[src/rtl/vgc_consts.svh]
`ifndef VGC_CONSTS_SVH
`define VGC_CONSTS_SVH

// I/O port addresses
`define VGC_INDEX_PORT      16'h03ce
`define VGC_DATA_PORT       16'h03cf

// Index values of the indexed registers
`define VGC_IDX_FILL_COLOR  4'h0
`define VGC_IDX_FILL_EN     4'h1
`define VGC_IDX_CMP_COLOR   4'h2
`define VGC_IDX_LOGIC_ROT   4'h3
`define VGC_IDX_READ_PLANE  4'h4
`define VGC_IDX_MODE        4'h5
`define VGC_IDX_MEMMAP      4'h6
`define VGC_IDX_CMP_MASK    4'h7
`define VGC_IDX_BIT_MASK    4'h8

// Field positions
`define VGC_ROT_LSB         0
`define VGC_ROT_MSB         2
`define VGC_LOP_LSB         3
`define VGC_LOP_MSB         4
`define VGC_WMODE_LSB       0
`define VGC_WMODE_MSB       1
`define VGC_CMP_BIT         3
`define VGC_OE_BIT          4
`define VGC_SHF_BIT         5
`define VGC_256_BIT         6

// Writable bit masks; other bits read as zero
`define VGC_MASK_INDEX      8'h0f
`define VGC_MASK_NIBBLE     8'h0f
`define VGC_MASK_LOGIC_ROT  8'h1f
`define VGC_MASK_READ_PLANE 8'h03
`define VGC_MASK_MODE       8'h7b
`define VGC_MASK_FULL       8'hff

// Reset values (power-on contents are undefined, so zero is used)
`define VGC_RESET_BYTE      8'h00

`endif

[src/rtl/vgc_pkg.sv]
package vgc_pkg;

    typedef enum logic [1:0] {
        VGC_WM0 = 2'h0,
        VGC_WM1 = 2'h1,
        VGC_WM2 = 2'h2,
        VGC_WM3 = 2'h3
    } vgc_wmode_e;

    typedef enum logic [1:0] {
        VGC_LOP_PASS = 2'h0,
        VGC_LOP_AND  = 2'h1,
        VGC_LOP_OR   = 2'h2,
        VGC_LOP_XOR  = 2'h3
    } vgc_lop_e;

    typedef enum logic [1:0] {
        VGC_SHF_NORMAL = 2'h0,
        VGC_SHF_PAIRED = 2'h1,
        VGC_SHF_256    = 2'h2
    } vgc_shf_e;

    // Host I/O cycle
    typedef struct packed {
        logic        rd;
        logic        wr;
        logic [15:0] addr;
        logic [7:0]  wdata;
    } vgc_io_s;

    // Host memory cycle
    typedef struct packed {
        logic       rd;
        logic       wr;
        logic       a0;
        logic [7:0] wdata;
    } vgc_mem_s;

    typedef logic [31:0] vgc_planes_t;

endpackage

[src/rtl/vgc_core.sv]
`timescale 1ns/1ps
`include "vgc_consts.svh"

// Behaviour
// - Index port holds 4-bit register index
// - Data port reaches the indexed register
// - Mode 0 substitutes fill color on enabled planes
// - Compare read returns per-pixel color match
// - Compare mask zero excludes that plane
// - Rotate field right-rotates CPU write byte
// - Logic op: pass, AND, OR, XOR
// - Logic op applies except write mode 1
// - Read mode 0 returns chosen plane byte
// - Odd/even ignores read plane low bit
// - Mode 0: rotate, fill, logic op, mask
// - Mode 1 writes latches, bypasses everything
// - Memory reads load the four latches
// - Mode 2 replicates CPU bits 0-3 per plane
// - Mode 2 mask picks bus color or latch
// - Mask zero keeps latch, one allows value
// - Mode 3 fills color, mask is rotated AND mask
// - Mode bit 3 selects compare reads
// - Odd/even maps even/odd addresses to planes
// - Bit 5 selects paired-plane shift format
// - Bit 6 selects 256-color format, overrides 5
module vgc_core (
    input  wire logic               ref_clk,
    input  wire logic               resetn,
    input  wire vgc_pkg::vgc_io_s   io_req,
    input  wire vgc_pkg::vgc_mem_s  mem_req,
    input  wire logic [31:0]        plane_rdata,
    output logic [7:0]              io_rdata,
    output logic [7:0]              mem_rdata,
    output logic [31:0]             plane_wdata,
    output logic [3:0]              plane_wen,
    output logic [1:0]              serializer_format,
    output logic                    odd_even_active,
    output logic [1:0]              memory_map_sel,
    output logic                    chain_odd_even,
    output logic                    graphics_mode
);
    import vgc_pkg::*;

    // =========================================================
    // Register file
    // =========================================================
    logic [7:0] graphics_index_port;
    logic [7:0] fill_color_planes;
    logic [7:0] fill_color_enables;
    logic [7:0] compare_reference_color;
    logic [7:0] logic_op_and_rotation;
    logic [7:0] read_plane_choice;
    logic [7:0] plane_access_mode;
    logic [7:0] memory_map_ctrl;
    logic [7:0] compare_plane_mask;
    logic [7:0] bit_mask;
    // Processor latches, one byte per plane
    logic [31:0] latch;

    logic       idx_wr;
    logic       dat_wr;
    logic [3:0] cur_idx;
    logic [7:0] wd;
    logic [7:0] next_rd_byte;

    // Host strobes decoded once; every host-written register below keys off them
    assign idx_wr  = io_req.wr && (io_req.addr == `VGC_INDEX_PORT);
    assign dat_wr  = io_req.wr && (io_req.addr == `VGC_DATA_PORT);
    assign cur_idx = graphics_index_port[3:0];
    assign wd      = io_req.wdata;

    // Index register: low nibble only, upper bits stay zero
    always_ff @(posedge ref_clk) begin
        if (!resetn) begin
            graphics_index_port <= `VGC_RESET_BYTE;
        end else if (idx_wr) begin
            graphics_index_port <= wd & `VGC_MASK_INDEX;
        end
    end

    // Fill color, one bit per plane; unused index values match nothing
    always_ff @(posedge ref_clk) begin
        if (!resetn) begin
            fill_color_planes <= `VGC_RESET_BYTE;
        end else if (dat_wr && cur_idx == `VGC_IDX_FILL_COLOR) begin
            fill_color_planes <= wd & `VGC_MASK_NIBBLE;
        end
    end

    // Fill enables, one bit per plane
    always_ff @(posedge ref_clk) begin
        if (!resetn) begin
            fill_color_enables <= `VGC_RESET_BYTE;
        end else if (dat_wr && cur_idx == `VGC_IDX_FILL_EN) begin
            fill_color_enables <= wd & `VGC_MASK_NIBBLE;
        end
    end

    // Compare reference color
    always_ff @(posedge ref_clk) begin
        if (!resetn) begin
            compare_reference_color <= `VGC_RESET_BYTE;
        end else if (dat_wr && cur_idx == `VGC_IDX_CMP_COLOR) begin
            compare_reference_color <= wd & `VGC_MASK_NIBBLE;
        end
    end

    // Logic function and rotate count
    always_ff @(posedge ref_clk) begin
        if (!resetn) begin
            logic_op_and_rotation <= `VGC_RESET_BYTE;
        end else if (dat_wr && cur_idx == `VGC_IDX_LOGIC_ROT) begin
            logic_op_and_rotation <= wd & `VGC_MASK_LOGIC_ROT;
        end
    end

    // Read plane choice
    always_ff @(posedge ref_clk) begin
        if (!resetn) begin
            read_plane_choice <= `VGC_RESET_BYTE;
        end else if (dat_wr && cur_idx == `VGC_IDX_READ_PLANE) begin
            read_plane_choice <= wd & `VGC_MASK_READ_PLANE;
        end
    end

    // Mode register; bits 2 and 7 are reserved and stay zero
    always_ff @(posedge ref_clk) begin
        if (!resetn) begin
            plane_access_mode <= `VGC_RESET_BYTE;
        end else if (dat_wr && cur_idx == `VGC_IDX_MODE) begin
            plane_access_mode <= wd & `VGC_MASK_MODE;
        end
    end

    // Memory map control
    always_ff @(posedge ref_clk) begin
        if (!resetn) begin
            memory_map_ctrl <= `VGC_RESET_BYTE;
        end else if (dat_wr && cur_idx == `VGC_IDX_MEMMAP) begin
            memory_map_ctrl <= wd & `VGC_MASK_NIBBLE;
        end
    end

    // Compare plane mask
    always_ff @(posedge ref_clk) begin
        if (!resetn) begin
            compare_plane_mask <= `VGC_RESET_BYTE;
        end else if (dat_wr && cur_idx == `VGC_IDX_CMP_MASK) begin
            compare_plane_mask <= wd & `VGC_MASK_NIBBLE;
        end
    end

    // Bit mask, all eight bits writable
    always_ff @(posedge ref_clk) begin
        if (!resetn) begin
            bit_mask <= `VGC_RESET_BYTE;
        end else if (dat_wr && cur_idx == `VGC_IDX_BIT_MASK) begin
            bit_mask <= wd & `VGC_MASK_FULL;
        end
    end

    // =========================================================
    // Field decode
    // =========================================================
    logic [2:0] rot_count;
    vgc_lop_e   latch_logic_function;
    vgc_wmode_e write_mode_field;
    logic       compare_read_select;
    logic       odd_even_map;

    // Fields are decoded combinationally so a write takes effect at once
    assign rot_count            =
        logic_op_and_rotation[`VGC_ROT_MSB:`VGC_ROT_LSB];
    assign latch_logic_function =
        vgc_lop_e'(logic_op_and_rotation[`VGC_LOP_MSB:`VGC_LOP_LSB]);
    assign write_mode_field     =
        vgc_wmode_e'(plane_access_mode[`VGC_WMODE_MSB:`VGC_WMODE_LSB]);
    assign compare_read_select  = plane_access_mode[`VGC_CMP_BIT];
    assign odd_even_map         = plane_access_mode[`VGC_OE_BIT];

    // =========================================================
    // Write datapath
    // =========================================================
    logic [7:0]  rotated;
    logic [15:0] rot_dbl;
    logic [7:0]  eff_mask;
    logic [31:0] next_wdata;
    logic [3:0]  next_wen;

    // Right rotate by doubling the byte and slicing a window
    assign rot_dbl = {mem_req.wdata, mem_req.wdata} >> rot_count;
    assign rotated = rot_dbl[7:0];

    // Mode 3 narrows the mask by the rotated byte
    assign eff_mask = (write_mode_field == VGC_WM3) ?
                      (rotated & bit_mask) : bit_mask;

    // Per-plane source selection, logic op and masking
    for (genvar p = 0; p < 4; p++) begin : g_plane
        logic [7:0] src;
        logic [7:0] lat;
        logic [7:0] opd;
        logic [7:0] res;
        assign lat = latch[8*p +: 8];
        // One driver per plane slice of the next write word
        assign next_wdata[8*p +: 8] = res;
        always_comb begin
            src = rotated;
            unique case (write_mode_field)
                VGC_WM0: src = fill_color_enables[p] ?
                               {8{fill_color_planes[p]}} : rotated;
                VGC_WM1: src = lat;
                VGC_WM2: src = {8{mem_req.wdata[p]}};
                VGC_WM3: src = {8{fill_color_planes[p]}};
            endcase
            unique case (latch_logic_function)
                VGC_LOP_PASS: opd = src;
                VGC_LOP_AND:  opd = src & lat;
                VGC_LOP_OR:   opd = src | lat;
                VGC_LOP_XOR:  opd = src ^ lat;
            endcase
            if (write_mode_field == VGC_WM1) begin
                res = lat;
            end else begin
                // Mask zero keeps the latched pixel
                res = (opd & eff_mask) | (lat & ~eff_mask);
            end
        end
    end

    // Odd/even: even address reaches planes 0/2, odd reaches 1/3
    assign next_wen = !mem_req.wr ? 4'h0 :
                      !odd_even_map ? 4'hf :
                      (mem_req.a0 ? 4'ha : 4'h5);

    // Plane write strobe and data, registered
    always_ff @(posedge ref_clk) begin
        if (!resetn) begin
            plane_wdata <= 32'h0;
            plane_wen   <= 4'h0;
        end else begin
            plane_wdata <= next_wdata;
            plane_wen   <= next_wen;
        end
    end

    // =========================================================
    // Read datapath
    // =========================================================
    logic [1:0] rd_plane;
    logic [7:0] cmp_result;
    logic [7:0] next_mem_rdata;

    // Compare mode ignores the plane choice entirely
    // Odd/even takes the plane's low bit from the address instead
    assign rd_plane = odd_even_map ?
                      {read_plane_choice[1], mem_req.a0} :
                      read_plane_choice[1:0];

    // Per pixel: masked planes must all match the reference color
    for (genvar b = 0; b < 8; b++) begin : g_cmp
        logic [3:0] pix;
        assign pix = {plane_rdata[24+b], plane_rdata[16+b],
                      plane_rdata[8+b], plane_rdata[b]};
        assign cmp_result[b] = ~|((pix ^ compare_reference_color[3:0])
                                  & compare_plane_mask[3:0]);
    end

    assign next_mem_rdata = compare_read_select ? cmp_result :
                            plane_rdata[8*rd_plane +: 8];

    // Latches load from memory on every CPU read
    always_ff @(posedge ref_clk) begin
        if (!resetn) begin
            latch     <= 32'h0;
            mem_rdata <= `VGC_RESET_BYTE;
        end else if (mem_req.rd) begin
            latch     <= plane_rdata;
            mem_rdata <= next_mem_rdata;
        end
    end

    // I/O read data mux
    always_comb begin
        next_rd_byte = `VGC_RESET_BYTE;
        if (io_req.addr == `VGC_INDEX_PORT) begin
            next_rd_byte = graphics_index_port;
        end else if (io_req.addr == `VGC_DATA_PORT) begin
            case (graphics_index_port[3:0])
                `VGC_IDX_FILL_COLOR: next_rd_byte = fill_color_planes;
                `VGC_IDX_FILL_EN:    next_rd_byte = fill_color_enables;
                `VGC_IDX_CMP_COLOR:  next_rd_byte = compare_reference_color;
                `VGC_IDX_LOGIC_ROT:  next_rd_byte = logic_op_and_rotation;
                `VGC_IDX_READ_PLANE: next_rd_byte = read_plane_choice;
                `VGC_IDX_MODE:       next_rd_byte = plane_access_mode;
                `VGC_IDX_MEMMAP:     next_rd_byte = memory_map_ctrl;
                `VGC_IDX_CMP_MASK:   next_rd_byte = compare_plane_mask;
                `VGC_IDX_BIT_MASK:   next_rd_byte = bit_mask;
                default:             next_rd_byte = `VGC_RESET_BYTE;
            endcase
        end
    end

    // Read data holds until the next I/O read
    always_ff @(posedge ref_clk) begin
        if (!resetn) begin
            io_rdata <= `VGC_RESET_BYTE;
        end else if (io_req.rd) begin
            io_rdata <= next_rd_byte;
        end
    end

    // =========================================================
    // Serializer and addressing controls
    // =========================================================
    // Bit 6 wins over bit 5 so 256-color loads are never paired
    always_ff @(posedge ref_clk) begin
        if (!resetn) begin
            serializer_format <= VGC_SHF_NORMAL;
        end else if (plane_access_mode[`VGC_256_BIT]) begin
            serializer_format <= VGC_SHF_256;
        end else if (plane_access_mode[`VGC_SHF_BIT]) begin
            serializer_format <= VGC_SHF_PAIRED;
        end else begin
            serializer_format <= VGC_SHF_NORMAL;
        end
    end

    // Addressing levels lag their register by one cycle
    always_ff @(posedge ref_clk) begin
        if (!resetn) begin
            odd_even_active   <= 1'b0;
            memory_map_sel    <= 2'h0;
            chain_odd_even    <= 1'b0;
            graphics_mode     <= 1'b0;
        end else begin
            odd_even_active <= odd_even_map;
            memory_map_sel  <= memory_map_ctrl[3:2];
            chain_odd_even  <= memory_map_ctrl[1];
            graphics_mode   <= memory_map_ctrl[0];
        end
    end

endmodule

[config.mk]
export PLATFORM = sky130hd
export DESIGN_NAME = vgc_core
export DESIGN_NICKNAME = d
export VERILOG_FILES = /design/src/rtl/vgc_pkg.sv /design/src/rtl/vgc_core.sv
export VERILOG_INCLUDE_DIRS = /design/src /design/src/rtl
export SDC_FILE = /design/constraint.sdc
export NUM_CORES = 1
export LEC_CHECK = 0
export BUFFER_PORTS_ARGS = -buffer_cell sky130_fd_sc_hd__buf_2
export CORE_MARGIN = 2
export CORE_UTILIZATION = 42
export CTS_CLUSTER_DIAMETER = 100
export CTS_CLUSTER_SIZE = 24
export DETAILED_ROUTE_END_ITERATION = 10
export SKIP_LAST_GASP = 1
export SYNTH_ARGS = -nofsm -noshare
export SYNTH_HDL_FRONTEND = slang
export SYNTH_SLANG_ARGS = --single-unit
export TNS_END_PERCENT = 50
[constraint.sdc]
create_clock -name ref_clk -period 2.59 [get_ports ref_clk]
set_clock_uncertainty 0.2 [all_clocks]
set_input_delay 0.1295 -clock ref_clk [delete_from_list [all_inputs] [get_ports ref_clk]]
set_output_delay 0.1295 -clock ref_clk [all_outputs]
set_load 0.005 [all_outputs]
==> reports/metrics.cfg, run 1 <==
[outcome]
status=finished, violations left
violations=negative setup slack

[timing]
rsz0062_at_grt=yes
tightest_slew_ns=0.931
fin_crit_ns=2.68
setup-violations-final=26
slew_headroom_pct=37.9
hold_viol=0
fin_ws_ns=-0.0931
finalMaxSlewViolations=0
max_freq_mhz=373
fin_crit_sh_pct=104

[die]
dieArea_sq_um=22300
die_h_um=149
num_rows=53
die_w_um=149
initial_core_util_pct=42.5
pin_count=130
core_area_sq_um=20800

[logic_synthesis]
synthArstFlopShare_pct=0
syn_inst=1047
synth-seq-cells=134
ys.flop_type=dfxtp_1
synth_top_area_cell=dfxtp_1
synth.avg_cell_area_sq_um=8.45
synth_area_sq_um=8850
synth_edf_count=0
syn-num-nets=1182
synth_area_leaders=dfxtp_1 30%, mux2i_1 11%, ha_1 9.0%
synth_top_area_share_pct=30.3
yosysWarnings=0
synth.distinct_cells=56
yosysSeqAreaShare_pct=30.3

[cts]
h-tree-depth=4
root_buffer=clkbuf_16
clockBufferDepth=2
cts.sinks=134
clkSlewWorstSetupHoldPaths_ns=0.07
cts_made_buffers=17
cts_tree=yes
clk_latency_ns=0.43

[route]
drc=0
vias=8926
antenna_left=0
routedWlPerCell_um=19.7
wl_mm=30.7
routed_via_density=5.74
drt_iter0_drc=689
drt-pass1-iter-count=5

[global_route]
grt.overflow.total=0
grt_start_max_net_pins=46
grt_pass1_wl_mm=46.4
first_global_vias=8197
gr-usage-all-layers_pct=27.3
antenna_found_initial=0

[layout]
final_area_sq_um=11800
drive_gt1_share_pct=30.0
final_cell_mix=131 x dfxtp_1, 129 x buf_2, 126 x nor2_1
nNetsFinal=1403
antenna_cells=0
syn2layout_area_growth_pct=33.0
layout_commonest_cell=dfxtp_1
fillCellCount=1928

[placed_design]
gp_congestion=0.888
numPortBuffers=129
dpl-instance-area_sq_um=10300
place_worst_setup_slack_ns=-0.491
hpwl_mm=21.7

[critical_path]
cp.required_ns=2.71
cp_max_fo=8
rrSetupSlack_ns=-0.09
crit_arrival_ns=2.80
crit_type=reg2reg
cp-end-kind=register
start_kind=register

[pwr]
ir_drop_uv=420
p_per_area_nw_per_um2=447
p_leak_nw=5.54

[min_path]
hold_path_class=in2reg

[flow_run]
maxCapViolations=0

[cells by family (layout without fill, tap and decap cells)]
| kind of cell | Yosys count | after routing | share of synthesized area [%] |
|---|---|---|---|
| compound gates | 269 | 269 | 18.2 |
| simple gates | 248 | 248 | 13.1 |
| fa+ha+maj | 64 | 64 | 9.05 |
| xor+xnor | 32 | 32 | 3.17 |
| flops | 134 | 134 | 30.3 |
| mux | 143 | 143 | 19.4 |
| buf+inv | 157 | 391 | 6.80 |
[per-stage QoR]
stage               power [W]  cells  util, %  hold slack (ns)  TNS (ns)
floorplan             0.00252   1047        -           0.0230    -0.129
global placement      0.00278   1469     49.7            0.155     -8.83
detailed placement    0.00280   1469     49.7            0.159    -10.00
CTS                   0.00525   1552     55.8        0.0000879    -0.724
global route          0.00546   1556     56.5           0.0347     -4.37
finish                0.00526   1556     56.5           0.0207     -1.02
[path summary, 6_finish.rpt]
check,startpoint,to,depth (start not counted)
setup / recovery,logic_op_and_rotation[1]$_SDFFE_PN0P_,plane_wdata[15]$_SDFF_PN0_,11
hold / removal,mem_req[10],mem_rdata[2]$_SDFFE_PN0P_,2
setup reg to reg,logic_op_and_rotation[1]$_SDFFE_PN0P_,plane_wdata[15]$_SDFF_PN0_,11
hold reg to reg,io_rdata[6]$_SDFFE_PN0P_,io_rdata[6]$_SDFFE_PN0P_,2
[repair_timing]
action / 4_1_cts / 5_1_grt
pin swaps: 51 / 22
setup buffers: 6 / 4
endpoints found under the setup margin: 32 / 32
resized for setup: 85 / 34
hold buffers: 45 / 0
endpoints found under the hold margin: 84 / 0
[final cells by class]
type / count / area (sq um) / share of cell area [%]
Tap cell: 275 / 344 / 2.92
Clock buffer: 17 / 425 / 3.61
Clock inverter: 15 / 141 / 1.20
Inverter: 77 / 289 / 2.46
Sequential cell: 134 / 2690 / 22.9
Timing Repair Buffer: 282 / 1990 / 16.9
Multi-Input combinational cell: 756 / 5880 / 50.0
[critical path: stages, from the launching register on]
cell,delay [ns]
dfxtp_4,0.42
mux4_2,0.57
mux2i_4,0.24
buf_4,0.16
buf_6,0.08
buf_6,0.09
o21ai_2,0.05
o21ai_2,0.07
ha_1,0.25
mux2_4,0.26
a21oi_2,0.11
a31oi_1,0.08
[state kept, by name (all words and copies together) (netlist names), 4 cells and up]
register / cells
graphics_index_port: 4
bit_mask: 8
mem_rdata: 8
plane_access_mode: 6
compare_reference_color: 4
fill_color_enables: 4
fill_color_planes: 4
logic_op_and_rotation: 5
memory_map_ctrl: 4
compare_plane_mask: 4
plane_wdata: 32
latch: 32
io_rdata: 8
[layer usage]
metal,part of all wire (%),wire length [um],global-route usage [%]
met1,45,13900,38.4
met2,44,13400,41.4
met3,8.4,2580,6.21
met4,2.5,778,9.10
met5,0,0,0
[power breakdown]
group	internal, W	switching [W]
Combinational	0.000333	0.000364
Sequential	0.00212	0.0000550
Clock	0.00134	0.00104
Total	0.00379	0.00146
[Yosys cell counts (9+ instances only)]
library cell / n
dfxtp_1: 134
nor2_1: 126
o21ai_0: 101
mux2i_1: 94
inv_1: 75
ha_1: 64
clkbuf_1: 62
a21oi_1: 56
nand2_1: 41
xor2_1: 32
mux2_2: 29
o22ai_1: 28
a31oi_1: 27
nor3_1: 24
mux4_2: 20
a22oi_1: 12
buf_1: 12
nand4_1: 9
nor2b_1: 9
Note: power is estimated with default switching activity, not from simulation.
==> run 2: changes to the inputs <==
--- a/config.mk
+++ b/config.mk
@@ -7,11 +7,14 @@
 export NUM_CORES = 1
 export LEC_CHECK = 0
 export BUFFER_PORTS_ARGS = -buffer_cell sky130_fd_sc_hd__buf_2
+export CELL_PAD_IN_SITES_DETAIL_PLACEMENT = 0
+export CELL_PAD_IN_SITES_GLOBAL_PLACEMENT = 1
 export CORE_MARGIN = 2
-export CORE_UTILIZATION = 42
+export CORE_UTILIZATION = 25
 export CTS_CLUSTER_DIAMETER = 100
 export CTS_CLUSTER_SIZE = 24
 export DETAILED_ROUTE_END_ITERATION = 10
+export PLACE_DENSITY_LB_ADDON = 0.1
 export SKIP_LAST_GASP = 1
 export SYNTH_ARGS = -nofsm -noshare
 export SYNTH_HDL_FRONTEND = slang
==> run 2 against run 1 <==
Against the previous run: the flow still finishes with violations (negative setup slack); worst setup slack got worse by 0.025 ns; sequential share of layout area fell by 1.1 points; critical path type unchanged; critical endpoint is now plane_wdata[2]$_SDFF_PN0_; count of clock-buffer cells in the layout rose by 2; first-iteration DRC count fell by 18%; global-route usage fell by 6.8 points.
==> reports/metrics.cfg, run 2 (synthesis results as in run 1) <==
[critical_path]
crit_type=reg2reg
r2r_start=logic_op_and_rotation[1]$_SDFFE_PN0P_
cp_common_cell=buf_6
slowest_delay_ns=0.57  ; about the same
cp-end-kind=register
start_kind=register
slowest_stage=mux4_2
rrSetupSlack_ns=-0.12  ; -0.03 ns
worst_r2r_endpoint=plane_wdata[2]$_SDFF_PN0_
cp.required_ns=2.70  ; about the same
crit_arrival_ns=2.82  ; +0.02 ns
cp_max_fo=7  ; -1
worstPathCellList=mux4_2 > buf_6 > mux2i_4 > buf_6 > o21ai_0 > nand2_1 > inv_1 > ha_1 > mux2_4 > a21oi_2 > a31oi_1
ff2ff_path_depth=11  ; unchanged

[cts]
clockBufferDepth=2  ; unchanged
cts.sinks=134  ; unchanged
clkSlewWorstSetupHoldPaths_ns=0.06  ; about the same
clk_latency_ns=0.44  ; about the same
root_buffer=clkbuf_16
h-tree-depth=4  ; unchanged
cts_tree=yes
cts_made_buffers=17  ; unchanged

[pwr]
p_per_area_nw_per_um2=432  ; -3.2%
ir_drop_uv=450  ; +7.0%
power_w=0.00534  ; +1.6%
p_leak_nw=5.68  ; +2.6%

[timing]
finalMaxSlewViolations=0  ; unchanged
hold_viol=0  ; unchanged
max_freq_mhz=369  ; -0.93%
fin_crit_sh_pct=105  ; +0.98 points
tightest_slew_ns=0.819  ; -0.112 ns
fin_ws_ns=-0.118  ; -0.0253 ns
slew_headroom_pct=45.4  ; +7.4 points
setup_tns_ns=-1.28  ; -0.263 ns
rsz0062_at_grt=yes
setup-violations-final=21  ; -19%
fin_crit_ns=2.71  ; +0.0253 ns

[global_route]
antenna_found_initial=0  ; unchanged
first_global_vias=8338  ; +1.7%
grt_pass1_wl_mm=55.5  ; +20%
grt_start_max_net_pins=49  ; +6.5%
gr-usage-all-layers_pct=20.6  ; -6.8 points
grt.overflow.total=0  ; unchanged

[min_path]
min_from=io_req[8]
hold_path_class=in2reg
hold_end=io_rdata[1]$_SDFFE_PN0P_
holdPathStages=5  ; +3

[route]
wl_mm=37.4  ; +22%
drc=0  ; unchanged
routedWlPerCell_um=21.3  ; +8.0%
antenna_left=0  ; unchanged
vias=8782  ; -1.6%
drt-pass1-iter-count=7  ; +2
routed_via_density=4.99  ; -13%
drt_iter0_drc=568  ; -18%

[layout]
syn2layout_area_growth_pct=39.6
drive_gt1_share_pct=32.7  ; +2.8 points
fillCellCount=3691  ; +91%
final_cell_mix=130 x dfxtp_1, 129 x buf_2, 126 x nor2_1
nNetsFinal=1426  ; +1.6%
final_area_sq_um=12400  ; +5.0%
antenna_cells=0  ; unchanged
final_cells=1759  ; +13%
final_util_pct=35.6  ; -21 points
top_regs=latch x32, plane_wdata x32
layout_commonest_cell=dfxtp_1

[die]
num_rows=68  ; +28%
dieArea_sq_um=36900  ; +66%
die_h_um=192  ; +29%
core_area_sq_um=34700  ; +67%
die_w_um=192  ; +29%
initial_core_util_pct=25.5  ; -17 points
pin_count=130  ; unchanged

[placed_design]
hpwl_mm=27.8  ; +28%
gp_congestion=0.814  ; -8.3%
dpl-instance-area_sq_um=10800  ; +4.0%
dp.cells=1666  ; +13%
numPortBuffers=129  ; unchanged

[outcome]
violations=negative setup slack
status=finished, violations left

[flow_run]
maxCapViolations=0  ; unchanged

==> run 2: worst max path at each step <==
stage | startpoint | end
finish | logic_op_and_rotation[1]$_SDFFE_PN0P_ | plane_wdata[2]$_SDFF_PN0_
global route | logic_op_and_rotation[1]$_SDFFE_PN0P_ | plane_wdata[26]$_SDFF_PN0_
CTS | logic_op_and_rotation[1]$_SDFFE_PN0P_ | plane_wdata[30]$_SDFF_PN0_
detailed placement | logic_op_and_rotation[1]$_SDFFE_PN0P_ | plane_wdata[29]$_SDFF_PN0_
global placement | logic_op_and_rotation[1]$_SDFFE_PN0P_ | plane_wdata[3]$_SDFF_PN0_
floorplan | logic_op_and_rotation[2]$_SDFFE_PN0P_ | plane_wdata[20]$_SDFF_PN0_
==> run 2: metrics by stage <==
step	hold slack, ns	setup slack, ns
floorplan	0.0230	-0.0148
CTS	0.0296	-0.0944
detailed placement	0.150	-0.519
global placement	0.148	-0.527
finish	0.0511	-0.118
global route	0.0693	-0.236
==> run 2: power breakdown <==
part | internal [W] | switching, W
Clock | 0.00136 | 0.00106
Sequential | 0.00212 | 0.0000586
Combinational | 0.000356 | 0.000389
Total | 0.00383 | 0.00151
==> run 2: worst max-delay path, delay by kind of cell, from the launching register on <==
kind / cells / cell delay [ns]
AOI/OAI and AO/OA: 3 / 0.28
adders and majority gates: 1 / 0.18
buffers and inverters: 3 / 0.36
DFF: 1 / 0.42
muxes: 3 / 1.06
and+or+nand+nor: 1 / 0.10
==> run 2: cell type report <==
class                      instances  area (sq um)  share of cell area (%)
timing repair buffer             305          2250                    18.2
clock buffer                      19           443                    3.59
multi-input combinational        756          5990                    48.5
sequential                       134          2690                    21.8
inverter                          77           289                    2.34
tap                              455           569                    4.61
clock inverter                    13           121                   0.982
==> run 2: layer usage <==
metal	vias up	track usage (%)	part of all wire (%)
met2	216	30.9	44
met1	4324	30.7	51
met3	21	3.14	3.7
li1	4221	-	-
met5	-	0	0
met4	0	4.35	1.1
==> run 2: timing repair <==
action	in CTS	in global routing
endpoints found under the hold margin	83	0
setup buffers	12	6
pin swaps	35	52
hold buffers	44	0
resized for setup	69	79
setup endpoints to repair	32	40
